File: src/rtl/aate_pkg.sv
package aate_pkg;

  // Clock and conversion timing
  localparam int CLK_PERIOD_NS = 100;
  localparam int FASTEST_CONV_NS = 4000;
  localparam int SETTLE_PAD_NS = 10000;
  localparam int CONV_DEFAULT_CYC = (FASTEST_CONV_NS + SETTLE_PAD_NS + CLK_PERIOD_NS - 1) / CLK_PERIOD_NS;

  // Register byte offsets
  localparam logic [7:0] OFS_CTRL = 8'h00;
  localparam logic [7:0] OFS_CMD = 8'h04;
  localparam logic [7:0] OFS_SAMP_DIV = 8'h08;
  localparam logic [7:0] OFS_CONV_DIV = 8'h0C;
  localparam logic [7:0] OFS_NCHAN = 8'h10;
  localparam logic [7:0] OFS_POST = 8'h14;
  localparam logic [7:0] OFS_PRE = 8'h18;
  localparam logic [7:0] OFS_STATUS = 8'h1C;
  localparam logic [7:0] OFS_COUNT = 8'h20;

  // Control register fields
  localparam int CTRL_W = 11;
  localparam int CTRL_FALL_BIT = 0;
  localparam int CTRL_SRC_LSB = 1;
  localparam int CTRL_IDX_LSB = 4;
  localparam int CTRL_MODE_LSB = 7;
  localparam int CTRL_SWSTART_BIT = 9;
  localparam int CTRL_SRC_W = 3;
  localparam int CTRL_IDX_W = 3;
  localparam int CTRL_MODE_W = 2;
  localparam logic [CTRL_W-1:0] CTRL_RST = 11'h202;

  // Command register bits
  localparam int CMD_START_BIT = 0;
  localparam int CMD_STOP_BIT = 1;
  localparam int CMD_SWPULSE_BIT = 2;

  // Sample pulse sources
  localparam logic [2:0] SRC_CTR = 3'h0;
  localparam logic [2:0] SRC_DIV = 3'h1;
  localparam logic [2:0] SRC_SW = 3'h2;
  localparam logic [2:0] SRC_PFL = 3'h3;
  localparam logic [2:0] SRC_BUS = 3'h4;
  localparam logic [2:0] SRC_STAR = 3'h5;

  // Synchronised external line layout
  localparam int NUM_PFL = 6;
  localparam int NUM_BUS = 8;
  localparam int EXT_W = NUM_PFL + NUM_BUS + 3;
  localparam int EXT_BUS_LSB = NUM_PFL;
  localparam int EXT_STAR_BIT = NUM_PFL + NUM_BUS;
  localparam int EXT_START_BIT = EXT_STAR_BIT + 1;
  localparam int EXT_REF_BIT = EXT_STAR_BIT + 2;

  // Acquisition modes
  localparam logic [1:0] MODE_POST = 2'h0;
  localparam logic [1:0] MODE_PRE = 2'h1;
  localparam logic [1:0] MODE_CONT = 2'h2;

  // Reset values of the data registers
  localparam int SAMP_DIV_RST = 100;
  localparam int NCHAN_RST = 1;
  localparam int POST_RST = 1;
  localparam int PRE_RST = 0;

  typedef enum logic [5:0] {
    ST_IDLE = 6'h01,
    ST_WAIT = 6'h02,
    ST_PRE = 6'h04,
    ST_ARMED = 6'h08,
    ST_POST = 6'h10,
    ST_CONT = 6'h20
  } aate_state_t;

endpackage

File: src/rtl/aate_conv_if.sv
`timescale 1ns/1ns
interface aate_conv_if #(parameter int DIV_W = 24);
  logic start;
  logic [DIV_W-1:0] ratio;
  logic [7:0] nchan;
  logic conv;
  logic busy;

  modport ctl (output start, output ratio, output nchan, input conv, input busy);
  modport pacer (input start, input ratio, input nchan, output conv, output busy);
endinterface

File: src/rtl/aate_top.sv
// Our own choices: the AHB-Lite slave port and the register offsets.
`timescale 1ns/1ns
module aate_top #(
  parameter int CNT_W = 24,
  parameter int DIV_W = 24
)(
  input wire logic CLK,
  input wire logic RSTN,
  input wire logic HSEL,
  input wire logic [31:0] HADDR,
  input wire logic [1:0] HTRANS,
  input wire logic HWRITE,
  input wire logic [2:0] HSIZE,
  input wire logic [31:0] HWDATA,
  input wire logic HREADY,
  output logic [31:0] HRDATA,
  output logic HREADYOUT,
  output logic HRESP,
  input wire logic [5:0] PFL_IN,
  input wire logic [7:0] TRIG_BUS_IN,
  input wire logic STAR_IN,
  input wire logic CTR_OUT_IN,
  input wire logic START_TRIG_I,
  output logic START_TRIG_O,
  output logic START_TRIG_OE,
  input wire logic REF_TRIG_IN,
  output logic SAMPLE_PULSE,
  output logic CONV_PULSE,
  output logic ACQ_ACTIVE
);

  // Counters must fit the 32-bit data bus and hold a useful ratio
  if (CNT_W < 2 || CNT_W > 32 || DIV_W < 2 || DIV_W > 32)
  begin : g_bad_width
    $error("aate_top: CNT_W and DIV_W must lie in 2..32");
  end

  localparam logic [CNT_W-1:0] CNT_ONE = {{(CNT_W-1){1'b0}}, 1'b1};
  localparam logic [DIV_W-1:0] DIV_ONE = {{(DIV_W-1){1'b0}}, 1'b1};

  aate_conv_if #(.DIV_W(DIV_W)) cv ();

  // Bus side state
  logic wr_phase_q;
  logic rd_wait_q;
  logic [7:0] addr_q;
  logic ready_q;
  logic [31:0] rdata_q;
  logic [31:0] rdata_mux;
  logic addr_take;

  // Software visible registers
  logic [aate_pkg::CTRL_W-1:0] ctrl_q;
  logic [DIV_W-1:0] samp_div_q;
  logic [DIV_W-1:0] conv_div_q;
  logic [7:0] nchan_q;
  logic [CNT_W-1:0] post_q;
  logic [CNT_W-1:0] pre_q;
  logic done_q;
  logic cmd_start_q;
  logic cmd_stop_q;
  logic sw_pulse_q;

  // Synchronisers and edge detection
  logic [aate_pkg::EXT_W-1:0] ext_m_q;
  logic [aate_pkg::EXT_W-1:0] ext_s_q;
  logic lvl_prev_q;
  logic start_prev_q;
  logic ref_prev_q;

  // Acquisition core
  aate_pkg::aate_state_t state_q;
  aate_pkg::aate_state_t state_d;
  logic [CNT_W-1:0] cnt_q;
  logic [CNT_W-1:0] cnt_d;
  logic [DIV_W-1:0] div_cnt_q;
  logic div_pulse_q;
  logic samp_q;
  logic strig_q;
  logic finish;
  logic src_level;
  logic active_q;

  // Field decode
  wire logic falling = ctrl_q[aate_pkg::CTRL_FALL_BIT];
  wire logic [2:0] src = ctrl_q[aate_pkg::CTRL_SRC_LSB +: aate_pkg::CTRL_SRC_W];
  wire logic [2:0] idx = ctrl_q[aate_pkg::CTRL_IDX_LSB +: aate_pkg::CTRL_IDX_W];
  wire logic [1:0] mode = ctrl_q[aate_pkg::CTRL_MODE_LSB +: aate_pkg::CTRL_MODE_W];
  wire logic sw_start = ctrl_q[aate_pkg::CTRL_SWSTART_BIT];
  wire logic wr_en = wr_phase_q;
  wire logic [31:0] wd = HWDATA;

  // Address phase capture; reads get one wait state so a write just ahead is seen
  assign addr_take = HSEL && HTRANS[1] && HREADY;

  always_ff @(posedge CLK or negedge RSTN)
  begin
    if (!RSTN)
    begin
      wr_phase_q <= 1'b0;
      rd_wait_q <= 1'b0;
      addr_q <= 8'h00;
      ready_q <= 1'b1;
      rdata_q <= 32'h00000000;
    end
    else
    begin
      wr_phase_q <= addr_take && HWRITE;
      rd_wait_q <= addr_take && !HWRITE;
      ready_q <= !(addr_take && !HWRITE);
      if (addr_take)
        addr_q <= {HADDR[7:2], 2'b00};
      if (rd_wait_q)
        rdata_q <= rdata_mux;
    end
  end

  assign HREADYOUT = ready_q;
  assign HRDATA = rdata_q;
  assign HRESP = 1'b0;

  // Read selection; unmapped offsets and the command register read zero
  assign rdata_mux =
    (addr_q == aate_pkg::OFS_CTRL) ? 32'(ctrl_q) :
    (addr_q == aate_pkg::OFS_SAMP_DIV) ? 32'(samp_div_q) :
    (addr_q == aate_pkg::OFS_CONV_DIV) ? 32'(conv_div_q) :
    (addr_q == aate_pkg::OFS_NCHAN) ? 32'(nchan_q) :
    (addr_q == aate_pkg::OFS_POST) ? 32'(post_q) :
    (addr_q == aate_pkg::OFS_PRE) ? 32'(pre_q) :
    (addr_q == aate_pkg::OFS_STATUS) ? {24'h000000, cv.busy, done_q, state_q} :
    (addr_q == aate_pkg::OFS_COUNT) ? 32'(cnt_q) : 32'h00000000;

  // Register writes and one-cycle command strobes
  always_ff @(posedge CLK or negedge RSTN)
  begin
    if (!RSTN)
    begin
      ctrl_q <= aate_pkg::CTRL_RST;
      samp_div_q <= DIV_W'(aate_pkg::SAMP_DIV_RST);
      conv_div_q <= DIV_W'(aate_pkg::CONV_DEFAULT_CYC);
      nchan_q <= 8'(aate_pkg::NCHAN_RST);
      post_q <= CNT_W'(aate_pkg::POST_RST);
      pre_q <= CNT_W'(aate_pkg::PRE_RST);
      cmd_start_q <= 1'b0;
      cmd_stop_q <= 1'b0;
      sw_pulse_q <= 1'b0;
    end
    else
    begin
      cmd_start_q <= wr_en && (addr_q == aate_pkg::OFS_CMD) && wd[aate_pkg::CMD_START_BIT];
      cmd_stop_q <= wr_en && (addr_q == aate_pkg::OFS_CMD) && wd[aate_pkg::CMD_STOP_BIT];
      sw_pulse_q <= wr_en && (addr_q == aate_pkg::OFS_CMD) && wd[aate_pkg::CMD_SWPULSE_BIT];
      if (wr_en && addr_q == aate_pkg::OFS_CTRL)
        ctrl_q <= wd[aate_pkg::CTRL_W-1:0];
      if (wr_en && addr_q == aate_pkg::OFS_SAMP_DIV)
        samp_div_q <= wd[DIV_W-1:0];
      if (wr_en && addr_q == aate_pkg::OFS_CONV_DIV)
        conv_div_q <= wd[DIV_W-1:0];
      if (wr_en && addr_q == aate_pkg::OFS_NCHAN)
        nchan_q <= wd[7:0];
      if (wr_en && addr_q == aate_pkg::OFS_POST)
        post_q <= wd[CNT_W-1:0];
      if (wr_en && addr_q == aate_pkg::OFS_PRE)
        pre_q <= wd[CNT_W-1:0];
    end
  end

  // Two-stage synchronisers for every pin input except CTR_OUT_IN, then edge history
  always_ff @(posedge CLK or negedge RSTN)
  begin
    if (!RSTN)
    begin
      ext_m_q <= '0;
      ext_s_q <= '0;
      lvl_prev_q <= 1'b0;
      start_prev_q <= 1'b0;
      ref_prev_q <= 1'b0;
    end
    else
    begin
      ext_m_q <= {REF_TRIG_IN, START_TRIG_I, STAR_IN, TRIG_BUS_IN, PFL_IN};
      ext_s_q <= ext_m_q;
      lvl_prev_q <= src_level;
      start_prev_q <= ext_s_q[aate_pkg::EXT_START_BIT];
      ref_prev_q <= ext_s_q[aate_pkg::EXT_REF_BIT];
    end
  end

  // Sample source selection; an out-of-range line index gives a quiet source
  wire logic pfl_lvl = (idx < 3'(aate_pkg::NUM_PFL)) ? ext_s_q[idx] : 1'b0;
  wire logic bus_lvl = ext_s_q[5'(aate_pkg::EXT_BUS_LSB) + {2'b00, idx}];
  assign src_level =
    (src == aate_pkg::SRC_CTR) ? CTR_OUT_IN :
    (src == aate_pkg::SRC_DIV) ? div_pulse_q :
    (src == aate_pkg::SRC_SW) ? sw_pulse_q :
    (src == aate_pkg::SRC_PFL) ? pfl_lvl :
    (src == aate_pkg::SRC_BUS) ? bus_lvl :
    (src == aate_pkg::SRC_STAR) ? ext_s_q[aate_pkg::EXT_STAR_BIT] : 1'b0;

  // Edge of interest and acceptance gating
  wire logic edge_hit = falling ? (!src_level && lvl_prev_q) : (src_level && !lvl_prev_q);
  wire logic running = (state_q == aate_pkg::ST_PRE) || (state_q == aate_pkg::ST_ARMED) ||
                       (state_q == aate_pkg::ST_POST) || (state_q == aate_pkg::ST_CONT);
  wire logic accepted = running && edge_hit && !cv.busy;
  wire logic start_edge = ext_s_q[aate_pkg::EXT_START_BIT] && !start_prev_q;
  wire logic ref_edge = ext_s_q[aate_pkg::EXT_REF_BIT] && !ref_prev_q;
  wire logic launch = ((state_q == aate_pkg::ST_IDLE) && cmd_start_q && sw_start) ||
                      ((state_q == aate_pkg::ST_WAIT) && start_edge);

  // Timebase divider runs only while an acquisition uses it
  always_ff @(posedge CLK or negedge RSTN)
  begin
    if (!RSTN)
    begin
      div_cnt_q <= '0;
      div_pulse_q <= 1'b0;
    end
    else if (!running || src != aate_pkg::SRC_DIV)
    begin
      div_cnt_q <= samp_div_q - DIV_ONE;
      div_pulse_q <= 1'b0;
    end
    else if (div_cnt_q == '0)
    begin
      div_cnt_q <= samp_div_q - DIV_ONE;
      div_pulse_q <= 1'b1;
    end
    else
    begin
      div_cnt_q <= div_cnt_q - DIV_ONE;
      div_pulse_q <= 1'b0;
    end
  end

  // Acquisition sequencing and sample counter
  always_comb
  begin
    state_d = state_q;
    cnt_d = cnt_q;
    finish = 1'b0;
    unique case (state_q)
      aate_pkg::ST_IDLE:
        if (cmd_start_q && !sw_start)
          state_d = aate_pkg::ST_WAIT;
      aate_pkg::ST_WAIT:
        ;
      aate_pkg::ST_PRE:
        if (accepted)
        begin
          cnt_d = cnt_q - CNT_ONE;
          if (cnt_q <= CNT_ONE)
          begin
            state_d = aate_pkg::ST_ARMED;
            cnt_d = post_q;
          end
        end
      aate_pkg::ST_ARMED:
        if (ref_edge)
          state_d = aate_pkg::ST_POST;
      aate_pkg::ST_POST:
        if (accepted)
        begin
          cnt_d = cnt_q - CNT_ONE;
          if (cnt_q <= CNT_ONE)
          begin
            state_d = aate_pkg::ST_IDLE;
            cnt_d = '0;
            finish = 1'b1;
          end
        end
      aate_pkg::ST_CONT:
        ;
      default:
        state_d = aate_pkg::ST_IDLE;
    endcase
    if (launch)
    begin
      if (mode == aate_pkg::MODE_CONT)
        state_d = aate_pkg::ST_CONT;
      else if (mode == aate_pkg::MODE_PRE)
      begin
        state_d = (pre_q == '0) ? aate_pkg::ST_ARMED : aate_pkg::ST_PRE;
        cnt_d = (pre_q == '0) ? post_q : pre_q;
      end
      else
      begin
        state_d = aate_pkg::ST_POST;
        cnt_d = post_q;
      end
    end
    if (cmd_stop_q)
      state_d = aate_pkg::ST_IDLE;
  end

  // State, done flag and outward strobes
  always_ff @(posedge CLK or negedge RSTN)
  begin
    if (!RSTN)
    begin
      state_q <= aate_pkg::ST_IDLE;
      cnt_q <= '0;
      done_q <= 1'b0;
      samp_q <= 1'b0;
      strig_q <= 1'b0;
      active_q <= 1'b0;
    end
    else
    begin
      state_q <= state_d;
      cnt_q <= cnt_d;
      samp_q <= accepted;
      strig_q <= launch && sw_start;
      active_q <= (state_d != aate_pkg::ST_IDLE); // Pin straight from a flop, same timing as the state
      if (finish)
        done_q <= 1'b1;
      else if (cmd_start_q)
        done_q <= 1'b0;
    end
  end

  // Conversion pacing is handed every accepted sample
  assign cv.start = accepted;
  assign cv.ratio = conv_div_q;
  assign cv.nchan = nchan_q;

  aate_conv_pacer #(.DIV_W(DIV_W)) u_pacer (
    .clk(CLK),
    .rst_n(RSTN),
    .cv(cv.pacer)
  );

  assign SAMPLE_PULSE = samp_q;
  assign CONV_PULSE = cv.conv;
  assign START_TRIG_O = strig_q;
  assign START_TRIG_OE = strig_q;
  assign ACQ_ACTIVE = active_q;

endmodule

File: src/rtl/aate_conv_pacer.sv
`timescale 1ns/1ns
module aate_conv_pacer #(parameter int DIV_W = 24)(
  input wire logic clk,
  input wire logic rst_n,
  aate_conv_if.pacer cv
);

  logic [DIV_W-1:0] cnt_q;
  logic [7:0] left_q;
  logic busy_q;
  logic conv_q;
  logic [DIV_W-1:0] reload;
  logic tick;

  // Divider reloads with ratio-1 so a pulse falls every ratio cycles
  assign reload = cv.ratio - {{(DIV_W-1){1'b0}}, 1'b1};
  assign tick = busy_q && (cnt_q == '0);
  assign cv.conv = conv_q;
  assign cv.busy = busy_q;

  // Count down, pulse, reload until every channel of the sample is converted
  always_ff @(posedge clk or negedge rst_n)
  begin
    if (!rst_n)
    begin
      cnt_q <= '0;
      left_q <= 8'h00;
      busy_q <= 1'b0;
      conv_q <= 1'b0;
    end
    else
    begin
      conv_q <= tick;
      if (cv.start && !busy_q)
      begin
        cnt_q <= reload;
        left_q <= cv.nchan;
        busy_q <= (cv.nchan != 8'h00);
      end
      else if (tick)
      begin
        cnt_q <= reload;
        left_q <= left_q - 8'h01;
        busy_q <= (left_q != 8'h01);
      end
      else if (busy_q)
        cnt_q <= cnt_q - {{(DIV_W-1){1'b0}}, 1'b1};
    end
  end

endmodule

File: config.mk
export PLATFORM = sky130hd
export DESIGN_NAME = aate_top
export DESIGN_NICKNAME = d
export VERILOG_FILES = /design/src/rtl/aate_pkg.sv /design/src/rtl/aate_conv_if.sv /design/src/rtl/aate_top.sv /design/src/rtl/aate_conv_pacer.sv
export SDC_FILE = /design/constraint.sdc
export NUM_CORES = 1
export LEC_CHECK = 0
export ABC_AREA = 1
export BUFFER_PORTS_ARGS = -buffer_cell sky130_fd_sc_hd__clkbuf_2
export CORE_MARGIN = 5
export CORE_UTILIZATION = 40
export CTS_CLUSTER_DIAMETER = 100
export CTS_CLUSTER_SIZE = 24
export DETAILED_ROUTE_END_ITERATION = 6
export PLACE_DENSITY_LB_ADDON = 0.1
export SLEW_MARGIN = 20
export SYNTH_ARGS = -nofsm -noshare
export SYNTH_HDL_FRONTEND = slang
export SYNTH_SLANG_ARGS = --single-unit
File: constraint.sdc
create_clock -name CLK -period 3.5 [get_ports CLK]
set_input_delay 0.525 -clock CLK [delete_from_list [all_inputs] [get_ports CLK]]
set_output_delay 0.525 -clock CLK [all_outputs]
set_load 0.03 [all_outputs]
# Word-level counts from Yosys, hierarchy flattened
# Cells that the tools add are included.
[word_totals] input_bits=92 mem_count=0 mem_bits_ro=0 latch_bits=0 ramBits=0 output_inout_bits=39 register_bits=289
[op_classes] n_bitwise=0 div=0 multipliers=0 n_addsub=7 mux=57 n_shift=0 n_lt_le_gt_ge=4 n_reduce_logical=51 eq_ne=24
[op_table] op="two-way mux 24 bit" count=21
[op_table] op="subtractor 24 x 1 -> 24 bit (second input constant)" count=5
[op_table] op="zero test 24 bit" count=3
[op_table] op="two-way mux 6 bit" count=9
[op_table] op="one-hot mux 24 bit (2 select lines)" count=1
[op_table] op="equality test 6 x 3 -> 1 bit (second input constant)" count=5
[op_table] op="one-hot mux 6 bit (5 select lines)" count=1
[op_table] op="logical AND 1 bit" count=27
[op_table] op="<= comparator 24 x 1 -> 1 bit (second input constant)" count=1
[op_table] op="two-way mux 1 bit" count=19
[op_table] op="equality test 6 x 2 -> 1 bit (second input constant)" count=3
[op_table] op="two-way mux 8 bit" count=2
[op_table] op="equality test 6 x 1 -> 1 bit (second input constant)" count=2
[op_table] op="equality test 6 x 4 -> 1 bit (second input constant)" count=2
[op_table] op="zero test 1 bit" count=9
[op_table] op="zero test 8 bit" count=1
[op_table] op="!= test 8 x 1 -> 1 bit (second input constant)" count=1
[op_table] op="nonzero test 8 bit" count=1
[op_table] op="subtractor 8 x 1 -> 8 bit (second input constant)" count=1
[op_table] op="equality test 3 x 2 -> 1 bit (second input constant)" count=2
[op_table] op="equality test 3 bit (second input constant)" count=2
[op_table] op="equality test 6 x 5 -> 1 bit (second input constant)" count=1
[op_table] op="equality test 6 bit (second input constant)" count=1
[op_table] op="< comparator 3 x 6 -> 1 bit (second input constant)" count=1
[op_table] op="17 further kinds" count=22

# Depth between registers and ports, before layout
# Gate-level depths: netlist (run 1).
[logic_depth] ltp_word=18 ltp_mapped=20 depth_no_buf=19

# Modules after synthesis
# A second synthesis (run 1) with hierarchy kept.
[unflattened] cells_unflattened=2107 hier_area_um2=15738.8
[modules_own_cells] module="aate_top" n_inst=1 seq_area_each_um2=6195.9 cells_each=1619 area_each_um2=12709.7
[modules_own_cells] module="aate_conv_pacer" n_inst=1 seq_area_each_um2=850.8 cells_each=488 area_each_um2=3029.2

# Least setup slack after synthesis (run 1)
# OpenSTA, ideal clock, no wires.
[synth_timing] kind="flip-flop to flip-flop" start="register ctrl_q[5] (netlist bit)" end="register cnt_q[11]" slack_ps=1324 arrival_ps=2046 setup_ps=129 n_path_buf=2 path_stages_with_launch=19 cell_sequence="dfrtp_1 > buf_2 > inv_2 > ha_1 > inv_1 > nand3_1 > nand3b_1 > nand3_1 > nand2_1 > nand2_1 > nand2_2 > nand2_2 > nand2_4 > nand2_4 > nor2_8 > buf_6 > nand3_1 > nand3_1 > a21oi_2"
[synth_between] elab_chain_cells=17
[synth_lines] item="start: declaration" line="aate_top.sv:53" rtl="logic [aate_pkg::CTRL_W-1:0] ctrl_q;"
[synth_lines] item="start signal: assignment" line="aate_top.sv:138" rtl="ctrl_q <= aate_pkg::CTRL_RST;"
[synth_lines] item="start signal: assignment" line="aate_top.sv:154" rtl="ctrl_q <= wd[aate_pkg::CTRL_W-1:0];"
[synth_lines] item="adder 3 x 3 -> 4 bit" line="aate_top.sv:191" rtl="wire logic bus_lvl = ext_s_q[5'(aate_pkg::EXT_BUS_LSB) + {2'b00, idx}];"
[synth_lines] item="binary-select mux 1 bit (select 5 bit)" line="aate_top.sv:191"
[synth_lines] item="two-way mux 1 bit (implied by the code)" line="aate_top.sv:191"
[synth_lines] item="two-way mux 1 bit" line="aate_top.sv:197" rtl="(src == aate_pkg::SRC_BUS) ? bus_lvl :"
[synth_lines] item="two-way mux 1 bit *" line="aate_top.sv:196" rtl="(src == aate_pkg::SRC_PFL) ? pfl_lvl :"
[synth_lines] item="two-way mux 1 bit *" line="aate_top.sv:195" rtl="(src == aate_pkg::SRC_SW) ? sw_pulse_q :"
[synth_lines] item="two-way mux 1 bit *" line="aate_top.sv:194" rtl="(src == aate_pkg::SRC_DIV) ? div_pulse_q :"
[synth_lines] item="two-way mux 1 bit *" line="aate_top.sv:193" rtl="(src == aate_pkg::SRC_CTR) ? CTR_OUT_IN :"
[synth_lines] item="net src_level" line="aate_top.sv:81" rtl="logic src_level;"
[synth_lines] item="[... 1 more ...]"
[synth_lines] item="logical AND 1 bit" line="aate_top.sv:201" rtl="wire logic edge_hit = falling ? (!src_level && lvl_prev_q) : (src_level && !lvl_prev_q);"
[synth_lines] item="two-way mux 1 bit *" line="aate_top.sv:201"
[synth_lines] item="logical AND 1 bit * (2 in series)" line="aate_top.sv:204" rtl="wire logic accepted = running && edge_hit && !cv.busy;"
[synth_lines] item="two-way mux 24 bit (on tied branches)" line="aate_top.sv:261, aate_top.sv:248"
[synth_lines] item="one-hot mux 24 bit (2 select lines) *" line="aate_top.sv:241" rtl="unique case (state_q)"
[synth_lines] item="two-way mux 24 bit" line="aate_top.sv:278" rtl="if (mode == aate_pkg::MODE_CONT)"
[synth_lines] item="two-way mux 24 bit *" line="aate_top.sv:276" rtl="if (launch)"
[synth_lines] item="net cnt_d[11]" line="aate_top.sv:75" rtl="logic [CNT_W-1:0] cnt_d;"
[synth_lines] item="end signal: assignment" line="aate_top.sv:310" rtl="cnt_q <= cnt_d;"
[synth_lines] item="end: declaration" line="aate_top.sv:74" rtl="logic [CNT_W-1:0] cnt_q;"
# The timed path passes the listed nets; every way through them passes the cells marked *. The select of a mux whose other input is x is not followed.
# A chain may end at the register's enable or synchronous reset.

# Worst setup path in the final report (run 1)
[layout_timing] start="register ctrl_q[5] (netlist bit)" end="register u_pacer.left_q[0]"
[layout_between] elab_chain_cells=15
[layout_lines] item="adder 3 x 3 -> 4 bit" line="aate_top.sv:191"
[layout_lines] item="binary-select mux 1 bit (select 5 bit)" line="aate_top.sv:191"
[layout_lines] item="two-way mux 1 bit (implied by the code)" line="aate_top.sv:191"
[layout_lines] item="two-way mux 1 bit" line="aate_top.sv:197"
[layout_lines] item="two-way mux 1 bit *" line="aate_top.sv:196"
[layout_lines] item="two-way mux 1 bit *" line="aate_top.sv:195"
[layout_lines] item="two-way mux 1 bit *" line="aate_top.sv:194"
[layout_lines] item="two-way mux 1 bit *" line="aate_top.sv:193"
[layout_lines] item="net src_level" line="aate_top.sv:81"
[layout_lines] item="zero test 1 bit" line="aate_top.sv:201"
[layout_lines] item="logical AND 1 bit" line="aate_top.sv:201"
[layout_lines] item="two-way mux 1 bit *" line="aate_top.sv:201"
[layout_lines] item="logical AND 1 bit * (2 in series)" line="aate_top.sv:204"
[layout_lines] item="logical AND 1 bit *" line="aate_conv_pacer.sv:34" rtl="if (cv.start && !busy_q)"
[layout_lines] item="two-way mux 8 bit or nonzero test 2 bit (tied branches)"
[layout_lines] item="end signal: assignment" line="aate_conv_pacer.sv:37" rtl="left_q <= cv.nchan;"
[layout_lines] item="end signal: assignment" line="aate_conv_pacer.sv:43" rtl="left_q <= left_q - 8'h01;"
[layout_lines] item="end: declaration" line="aate_conv_pacer.sv:9" rtl="logic [7:0] left_q;"
# Marks and branches as above.

==> flow_summary_export.csv, run 1 <==
group,metric,value,unit
run_status,status,"complete, no violations",
critical_path,crit_arrival,3250,ps
timing,period_needed,2860,ps
critical_path,r2r-start,"ctrl_q[5]",
yosys,yosys_warnings,0,
finish,multi_input_area,7070,sq um
clocking,insertion_delay,520,ps
yosys,synth-edff-count,0,
finish,stdcell_count,2496,
yosys,yosysSeqAreaShare,45.9,%
routing,avgRoutedWirePerCell,18.7,um
critical_path,r2r_cells,17,
flow_run,cap_violations,0,
min_path,min_path_type,"in -> reg",
routing,drcViolationCount,0,
clocking,clk_pin_slew,90,ps
clocking,cts_setup_buffers,0,
critical_path,r2r_slack,640,ps
timing,fmax,0.349,GHz
global_routing,antenna_found_initial,0,
clocking,cts_buffers,16,
finish,seq_area,7050,sq um
timing,final_hold_viol_count,0,
clocking,cts_buffer_depth,3,
finish,final_cell_mix,"nand2_1 (379), dfrtp_1 (269), inv_1 (209)",
finish,n_fill_cell,3863,
critical_path,cp_top_family,"simple AND/OR/NAND/NOR gates",
timing,post-route-period-util,81.8,%
yosys,syn_inst,1927,
yosys,yosysTopAreaCellShare,43.8,%
clocking,cts-resized-gates,0,
critical_path,cp-start-kind,"flip-flop",
clocking,hold_buffers,1,
timing,rsz0062_at_grt,"no",
floorplanning,dieWidth,206,um
floorplanning,core_area,37800,sq um
yosys,avgSynthCellArea,7.97,sq um
min_path,worstHoldStart,"START_TRIG_I",
floorplanning,io_pins,131,
critical_path,cp.depth,17,
yosys,yosysUniqueCellTypes,61,
critical_path,critPathLaunch,"ctrl_q[5]",
placement,dp_cells,2467,
placement,place.gp.congestion,0.930,
finish,drive_gt1_share,10.8,%
finish,syn2layout_area_growth,9.31,%
critical_path,slowest_delay,550,ps
timing,clock_skew,17.4,ps
global_routing,grt_pass1_vias,12900,
power,peakVddDrop,0.386,mV
yosys,ys.flop_type,"dfrtp_1",
clocking,cts_root_buf,"clkbuf_16",
global_routing,grt_max_degree,104,
clocking,h-tree-depth,1,
timing,max_slew_margin,34.5,%
power,powerDensity,376,nW/um^2
critical_path,slowest_stage,"dfrtp_1",
timing,maxSlewViolCount,0,
floorplanning,die_h,206,um
global_routing,grtUsageTotal,22.0,%
critical_path,r2r-end,"u_pacer.left_q[0]",
finish,diodes,0,
floorplanning,num_rows,71,
placement,hpwl,34.3,mm
routing,drtIter0Drc,940,
yosys,yosysTopAreaCell,"dfrtp_1",
power,p_leak,7.87,nW
floorplanning,initial_core_util,40.7,%
timing,setup_violations,0,
critical_path,worst-path-max-fanout,28,
finish,nets,2081,
timing,worst_slew_pin_slew,982,ps
floorplanning,die_area,42400,sq um
routing,viasPerCell,5.34,
routing,drt_pass1_iterations,6,
yosys,ys_seq_elements,281,
global_routing,grt_pass1_wl,74.1,mm
yosys,async_flop_share,100,%
critical_path,path_class,"reg -> reg",
critical_path,worstPathBufferInverterCount,3,
critical_path,crit_top_cell,"nand2_1",
timing,fin_setup_tns,0,ps
clocking,numClockSinks,281,
routing,postRouteAntennaNets,0,
yosys,syn_area,15400,sq um
yosys,ys_top_cells_by_area,"dfrtp_1 (44%), nand2_1 (9.3%), o21ai_0 (6.5%), inv_1 (5.1%), nor2_1 (4.5%)",
critical_path,endpoint_kind,"flip-flop",
critical_path,cp-endpoint,"u_pacer.left_q[0]",
routing,vias,13300,
global_routing,grt_overflow,0,
routing,routed_wl,46.7,mm
clocking,cts_tree,"built",
critical_path,critical_path_required,3880,ps
finish,final_common_cell,"nand2_1",
critical_path,crit_chain,"inv_2 -> ha_1 -> inv_1 -> nand3_1 -> nand3b_1 -> nand3_1 -> nand2_1 -> nand2_1 -> nand2_2 -> nand2_2 -> nand2_4 -> nand2_4 -> nor2_8 -> buf_4 -> o21ai_0 -> nand2_1 -> o21ai_0",
placement,portBuffers,83,
[worst min path at each step]
stage,end,slack [ps],cells after the start
finish,ext_m_q[15],100,1
detailed placement,ext_s_q[2],330,0
global route,ext_m_q[15],80,1
CTS,ext_m_q[16],90,1
global placement,ext_s_q[16],330,0
floorplan,ACQ_ACTIVE,230,0
[layer usage]
layer / up-vias / routed length (um) / global-route usage, %
met3: 59 / 2360 / 2.92
li1: 6511 / - / -
met4: 0 / 1330 / 5.56
met2: 348 / 21100 / 34.7
met5: - / 0 / 0
met1: 6405 / 22000 / 32.3
[synthesized netlist by cell type, types with 16 or more instances]
master	count
a21oi_1	88
a21oi_2	19
a221o_1	16
clkbuf_1	54
dfrtp_1	269
inv_1	209
nand2_1	379
nand3_1	112
nand4_1	43
nor2_1	184
nor3_1	35
nor4_1	23
o211ai_1	26
o21ai_0	201
o22ai_1	21
xnor2_1	21
xor2_1	45
[registers in the layout, summed over array words and instances (netlist names), 6 cells and up]
| name | cells |
|---|---|
| HRDATA | 24 |
| cnt_q | 24 |
| conv_div_q | 24 |
| div_cnt_q | 24 |
| post_q | 24 |
| pre_q | 24 |
| samp_div_q | 24 |
| u_pacer.cnt_q | 24 |
| ext_m_q | 17 |
| ext_s_q | 17 |
| ctrl_q | 11 |
| cv.nchan | 8 |
| u_pacer.left_q | 8 |
| addr_q | 6 |
| state_q | 6 |
[cell families after synthesis]
logic type               after synthesis  share of synthesized area (%)
other                                  1                         0.0244
XOR/XNOR                              66                           3.76
AO/OA/AOI/OAI                        422                           16.2
flip-flops                           281                           45.9
multiplexers                           5                          0.334
buffers and inverters                310                           8.38
AND/OR/NAND/NOR                      828                           24.3
adder cells (fa/ha/maj)               14                           1.14
[worst reg2reg max path: cells and delay by family (launching register included)]
family | cells | cell delay (ps)
compound gates | 2 | 170
buf+inv | 3 | 450
simple gates | 11 | 1240
flops | 1 | 550
fa+ha+maj | 1 | 340
[cell type report]
cell class	count	area share, %
clock buffers	24	2.75
clock inverters	4	0.372
inverters	221	4.95
multi-input cells	1344	42.1
flip-flops and latches	281	42.0
well taps	511	3.81
repair buffers	111	4.10
[metrics by stage]
step | area [sq um] | power (mW) | worst slack [ps] | util [%] | hold WS [ps]
CTS | 16800 | 6.41 | 629 | 44.5 | 88.3
global route | 16800 | 6.62 | 350 | 44.5 | 83.4
finish | 16800 | 6.31 | 636 | 44.5 | 105
global placement | 16300 | 4.19 | 670 | 43.1 | 332
detailed placement | 16300 | 4.20 | 645 | 43.1 | 335
floorplan | 15400 | 3.90 | 1320 | - | 229
[power by group]
part | switching [mW] | total (mW) | internal, mW | leakage (nW)
clock network | 1.17 | 2.19 | 1.02 | 0.249
registers | 0.172 | 3.57 | 3.40 | 2.98
logic | 0.380 | 0.556 | 0.176 | 4.64
total | 1.72 | 6.31 | 4.59 | 7.87
(Power assumes the default switching activity.)
==> run 2: changes to the inputs <==
--- a/config.mk
+++ b/config.mk
@@ -5,7 +5,7 @@
 export SDC_FILE = /design/constraint.sdc
 export NUM_CORES = 1
 export LEC_CHECK = 0
-export ABC_AREA = 1
+export ABC_AREA = 0
 export BUFFER_PORTS_ARGS = -buffer_cell sky130_fd_sc_hd__clkbuf_2
 export CORE_MARGIN = 5
 export CORE_UTILIZATION = 40
==> constraint.sdc (replaced) <==
create_clock -name CLK -period 2.78 [get_ports CLK]
set_input_delay 0.417 -clock CLK [delete_from_list [all_inputs] [get_ports CLK]]
set_output_delay 0.417 -clock CLK [all_outputs]
set_load 0.03 [all_outputs]
==> flow_summary_export.csv, run 2 <==
group,metric,value,unit
run_status,status,"complete, but fails checks",
run_status,violations,"negative setup slack",
flow_run,cap_violations,0,
timing,rsz0062_at_grt,"yes",
global_routing,grtUsageTotal,21.3,%
yosys,async_flop_share,100,%
routing,postRouteAntennaNets,0,
yosys,ys_seq_elements,281,
finish,multi_input_area,7640,sq um
yosys,syn_area,14700,sq um
finish,seq_area,7050,sq um
clocking,cts_tree,"built",
timing,hold_slack,110,ps
finish,diodes,0,
routing,drcViolationCount,0,
routing,vias,11800,
clocking,cts_root_buf,"clkbuf_16",
finish,n_fill_cell,3399,
placement,portBuffers,83,
critical_path,critPathLaunch,"cnt_q[6]",
critical_path,r2r-start,"cnt_q[6]",
clocking,insertion_delay,530,ps
floorplanning,core_area,36400,sq um
floorplanning,dieWidth,202,um
power,peakVddDrop,0.467,mV
floorplanning,num_rows,70,
yosys,yosysTopAreaCell,"dfrtp_1",
clocking,h-tree-depth,1,
critical_path,path_class,"reg -> reg",
floorplanning,io_pins,131,
timing,final_hold_viol_count,0,
placement,hpwl,32.4,mm
finish,nets,1670,
critical_path,r2r_slack,-310,ps
placement,dp_cells,1974,
finish,drive_gt1_share,30.3,%
clocking,clk_pin_slew,100,ps
timing,fmax,0.324,GHz
yosys,synth-edff-count,0,
critical_path,worst-path-max-fanout,5,
yosys,yosysSeqAreaShare,48.0,%
timing,setup_violations,31,
routing,drtIter0Drc,722,
timing,worst_slew_pin_slew,805,ps
clocking,cts_buffers,16,
global_routing,grt_overflow,0,
yosys,yosys_warnings,0,
finish,final_cell_mix,"dfrtp_1 (269), mux2_2 (124), nor2_1 (108)",
yosys,yosysTopAreaCellShare,45.9,%
routing,viasPerCell,5.76,
timing,post-route-period-util,111,%
finish,stdcell_count,2041,
yosys,yosys-top-cells-count,"dfrtp_1 (269), mux2_2 (125), nor2_1 (112), nand2_1 (74)",
routing,drt_pass1_iterations,5,
floorplanning,die_h,202,um
yosys,synth.most_common_cell,"dfrtp_1",
critical_path,critical_path_required,3180,ps
yosys,ys_top_cells_by_area,"dfrtp_1 (46%), mux2_2 (9.6%), mux2i_1 (3.1%), nor2_1 (2.9%), xor2_1 (2.3%)",
min_path,min_path_type,"in -> reg",
timing,clock_skew,25.4,ps
timing,maxSlewViolCount,0,
routing,routed_wl,44.7,mm
global_routing,grt_max_degree,63,
global_routing,antenna_found_initial,0,
power,p_leak,7.45,nW
global_routing,grt_pass1_wl,69.4,mm
yosys,yosysUniqueCellTypes,67,
floorplanning,initial_core_util,40.3,%
critical_path,r2r-end,"cnt_q[23]",
critical_path,r2r_cells,8,
global_routing,grt_pass1_vias,11600,
critical_path,endpoint_kind,"flip-flop",
finish,final_common_cell,"dfrtp_1",
clocking,cts_buffer_depth,3,
yosys,avgSynthCellArea,10.5,sq um
timing,worst_slack,-309,ps
timing,period_needed,3090,ps
timing,max_slew_margin,46.3,%
yosys,syn_inst,1392,
critical_path,cp-endpoint,"cnt_q[23]",
clocking,numClockSinks,281,
placement,place.gp.congestion,0.886,
finish,syn2layout_area_growth,21.4,%
routing,avgRoutedWirePerCell,21.9,um
floorplanning,die_area,40600,sq um
critical_path,cp-start-kind,"flip-flop",
power,powerDensity,560,nW/um^2
critical_path,crit_arrival,3490,ps
yosys,ys.flop_type,"dfrtp_1",
placement,place_ws,-404,ps
## run 2: worst max-delay path, stage by stage, from the launching register on
cell     delay (ps)
dfrtp_1         390
or4_4           540
or3_4           340
or3_4           330
or3_4           400
or4_4           500
o31a_1          280
o21ai_1         120
a22oi_1          70
## run 2: layout make-up
cell class | count | share of cell area, %
flip-flops and latches | 281 | 39.5
clock buffers | 22 | 2.49
inverters | 32 | 0.702
multi-input cells | 993 | 42.9
repair buffers | 240 | 10.7
well taps | 468 | 3.29
clock inverters | 5 | 0.379
## run 2: worst min path at each step
stage	startpoint	to	slack [ps]	cells past startpoint
after global placement	ext_m_q[16]	ext_s_q[16]	330	0
after global routing	HWRITE	wr_en	100	3
after CTS	HWRITE	wr_en	90	3
after detailed placement	ext_m_q[3]	ext_s_q[3]	330	0
final	HWRITE	wr_en	110	3
after floorplan	RSTN	ACQ_ACTIVE	120	0
## run 2: metrics by stage
step / utilization, % / power, mW / TNS [ps] / cell area [sq um]
after floorplan: - / 6.33 / -4200 / 14800
after global placement: 45.1 / 7.16 / -6970 / 16400
after detailed placement: 45.1 / 7.20 / -7980 / 16400
after CTS: 47.7 / 10.0 / -6330 / 17400
after global routing: 48.9 / 10.5 / -10790 / 17800
final: 48.9 / 9.97 / -6680 / 17800
## run 2: cells by family (layout without fill, tap and decap cells)
logic type      count (synthesis)  in the layout  share of synthesized area (%)
fa+ha+maj                      14             14                           1.19
other cells                     1              9                         0.0255
mux                           178            178                           13.9
compound gates                306            306                           14.2
xor+xnor                       74             74                           4.41
buf+inv                       126            299                           3.58
simple gates                  412            412                           14.7
flops                         281            281                           48.0
## run 2: routing by layer
| metal | vias to the layer above | wire [um] | part of all wire, % | track usage, % |
|---|---|---|---|---|
| li1 | 5489 | - | - | - |
| met1 | 5943 | 21000 | 47 | 30.8 |
| met2 | 267 | 20600 | 46 | 33.9 |
| met3 | 62 | 1760 | 3.9 | 2.61 |
| met4 | 0 | 1320 | 2.9 | 6.18 |
| met5 | - | 0 | 0 | 0 |
## run 2: repair_timing
action,4_1_cts,5_1_grt
pin swaps,15,27
hold endpoints to repair,64,0
hold buffers,18,0
setup buffers,11,6
gates resized for setup,39,74
setup endpoints to repair,50,56
gates cloned,1,4
## run 2: where the power goes
group	switching (mW)	leakage [nW]	internal, mW
clock network	1.47	0.245	1.25
registers	0.546	3.33	4.55
logic	1.16	3.88	1.00
==> run 3: changes to the inputs <==
--- a/config.mk
+++ b/config.mk
@@ -7,12 +7,15 @@
 export LEC_CHECK = 0
 export ABC_AREA = 0
 export BUFFER_PORTS_ARGS = -buffer_cell sky130_fd_sc_hd__clkbuf_2
+export CELL_PAD_IN_SITES_DETAIL_PLACEMENT = 2
+export CELL_PAD_IN_SITES_GLOBAL_PLACEMENT = 2
 export CORE_MARGIN = 5
-export CORE_UTILIZATION = 40
+export CORE_UTILIZATION = 39
 export CTS_CLUSTER_DIAMETER = 100
 export CTS_CLUSTER_SIZE = 24
 export DETAILED_ROUTE_END_ITERATION = 6
 export PLACE_DENSITY_LB_ADDON = 0.1
+export SKIP_LAST_GASP = 1
 export SLEW_MARGIN = 20
 export SYNTH_ARGS = -nofsm -noshare
 export SYNTH_HDL_FRONTEND = slang
==> flow_summary_export.csv, run 3 (synthesized netlist as in run 2, its figures left out) <==
group,metric,value,unit
run_status,status,"complete, but fails checks",
run_status,violations,"negative setup slack",
timing,maxSlewViolCount,0,
power,finalPower,10.3,mW
finish,final_common_cell,"dfrtp_1",
critical_path,r2r-start,"cnt_q[6]",
global_routing,grtUsageTotal,25.6,%
routing,highest_layer,"met4",
global_routing,grt_pass1_vias,13600,
clocking,cts_tree,"built",
finish,syn2layout_area_growth,24.1,%
global_routing,grt_pass1_wl,83.6,mm
timing,fmax,0.312,GHz
routing,viasPerCell,5.92,
routing,vias,12400,
critical_path,cp-endpoint,"cnt_q[23]",
critical_path,r2r_slack,-420,ps
floorplanning,die_h,204,um
clocking,cts_root_buf,"clkbuf_16",
finish,stdcell_count,2098,
timing,period_needed,3200,ps
critical_path,cp-start-kind,"flip-flop",
power,p_leak,7.59,nW
placement,hpwl,37.5,mm
routing,drcViolationCount,0,
critical_path,critical_path_required,3150,ps
floorplanning,initial_core_util,39.3,%
critical_path,worst-path-max-fanout,6,
clocking,h-tree-depth,1,
timing,final_hold_viol_count,0,
finish,n_fill_cell,3782,
finish,finish.instance_area,18200,sq um
flow_run,cap_violations,0,
critical_path,crit_chain,"or4_4 -> or3_4 -> or3_4 -> or3_4 -> or4_4 -> o31a_1 -> o21ai_2 -> a22oi_1",
global_routing,grt_overflow,0,
timing,rsz0062_at_grt,"yes",
finish,diodes,0,
critical_path,r2r-end,"cnt_q[23]",
timing,worst_slew_pin_slew,732,ps
timing,setup_violations,53,
routing,wl_met2,28.2,mm
timing,max_slew_margin,51.2,%
placement,place.gp.congestion,0.858,
placement,placed_area,16600,sq um
clocking,numClockSinks,281,
timing,worst_slack,-425,ps
critical_path,crit_top_cell,"or3_4",
critical_path,crit_arrival,3570,ps
finish,nets,1684,
routing,avgRoutedWirePerCell,26.8,um
routing,postRouteAntennaNets,0,
floorplanning,num_rows,71,
placement,portBuffers,83,
finish,drive_gt1_share,32.6,%
clocking,insertion_delay,550,ps
floorplanning,io_pins,131,
power,powerDensity,565,nW/um^2
clocking,cts_buffers,16,
floorplanning,dieWidth,204,um
routing,wl_met1,24.3,mm
routing,wl_met3,1.49,mm
critical_path,slowest_delay,530,ps
power,peakVddDrop,0.426,mV
timing,clock_skew,44.5,ps
clocking,cts_buffer_depth,3,
clocking,clk_pin_slew,110,ps
global_routing,antenna_found_initial,1,
routing,drt_pass1_iterations,5,
global_routing,grt_max_degree,74,
critical_path,critPathLaunch,"cnt_q[6]",
critical_path,endpoint_kind,"flip-flop",
min_path,min_path_type,"in -> reg",
placement,dp_cells,2023,
routing,routed_wl,56.2,mm
critical_path,path_class,"reg -> reg",
floorplanning,core_area,37400,sq um
floorplanning,die_area,41600,sq um
timing,post-route-period-util,115,%
routing,drtIter0Drc,651,
critical_path,r2r_cells,8,
critical_path,slowest_stage,"or4_4",
finish,final_cell_mix,"dfrtp_1 (268), mux2_2 (124), buf_4 (113)",
## run 3: changes by cell type in the layout (fill, tap and decap cells not counted), moves of 5 or more
cell	change
a221oi_2	+9
o21ai_2	+7
a221oi_1	-10
nor4_1	-7
buf_4	+7
nor4_2	+5
## run 3: metrics by stage
step,hold slack (ps),setup slack [ps],setup TNS (ps),utilization (%)
floorplan,121,-384,-4200,-
global placement,332,-388,-11220,44.3
detailed placement,336,-459,-14630,44.3
CTS,66.4,-414,-11460,47.3
global route,101,-483,-17450,48.7
finish,106,-425,-12880,48.7
## run 3: where the power goes
part           switching (mW)  internal [mW]  leakage, nW
clock network            1.54           1.23        0.246
registers               0.594           4.55         3.32
logic                    1.33           1.06         4.02
total                    3.46           6.83         7.59
## run 3: timing repair
item | 4_1_cts | 5_1_grt
hold buffers | 18 | 0
buffers inserted | 14 | 15
hold endpoints to repair | 78 | 0
gates resized for setup | 62 | 97
endpoints found under the setup margin | 57 | 64
gates cloned | 4 | 5
pin swaps | 29 | 45
## run 3: how the worst min path moves through the flow
stage	depth (start not counted)	startpoint	to	slack [ps]
floorplan	0	RSTN	ACQ_ACTIVE	120
global placement	0	ext_m_q[13]	ext_s_q[13]	330
detailed placement	0	ext_m_q[12]	ext_s_q[12]	340
CTS	3	HWRITE	wr_en	70
global route	2	HADDR[3]	addr_q[3]	100
finish	2	HADDR[7]	addr_q[7]	110
## run 3: worst max-delay path, delay by kind of cell (launching register included)
| kind | cells | cell delay (ps) |
|---|---|---|
| simple gates | 5 | 2080 |
| compound gates | 3 | 540 |
| flops | 1 | 400 |
## run 3: final cells by class
class,instances,area [sq um],share of cell area [%]
flip-flops and latches,281,7050,38.7
clock buffers,22,433,2.38
inverters,32,125,0.687
multi-input cells,993,7810,42.8
clock inverters,5,75.1,0.412
well taps,511,639,3.51
repair buffers,254,2090,11.5
## run 3: per-layer routing
metal  global-route usage (%)  up-vias
li1                         -     5502
met1                     33.9     6580
met2                     44.2      263
met3                     2.36       84
met4                     9.14        0
met5                        0        -
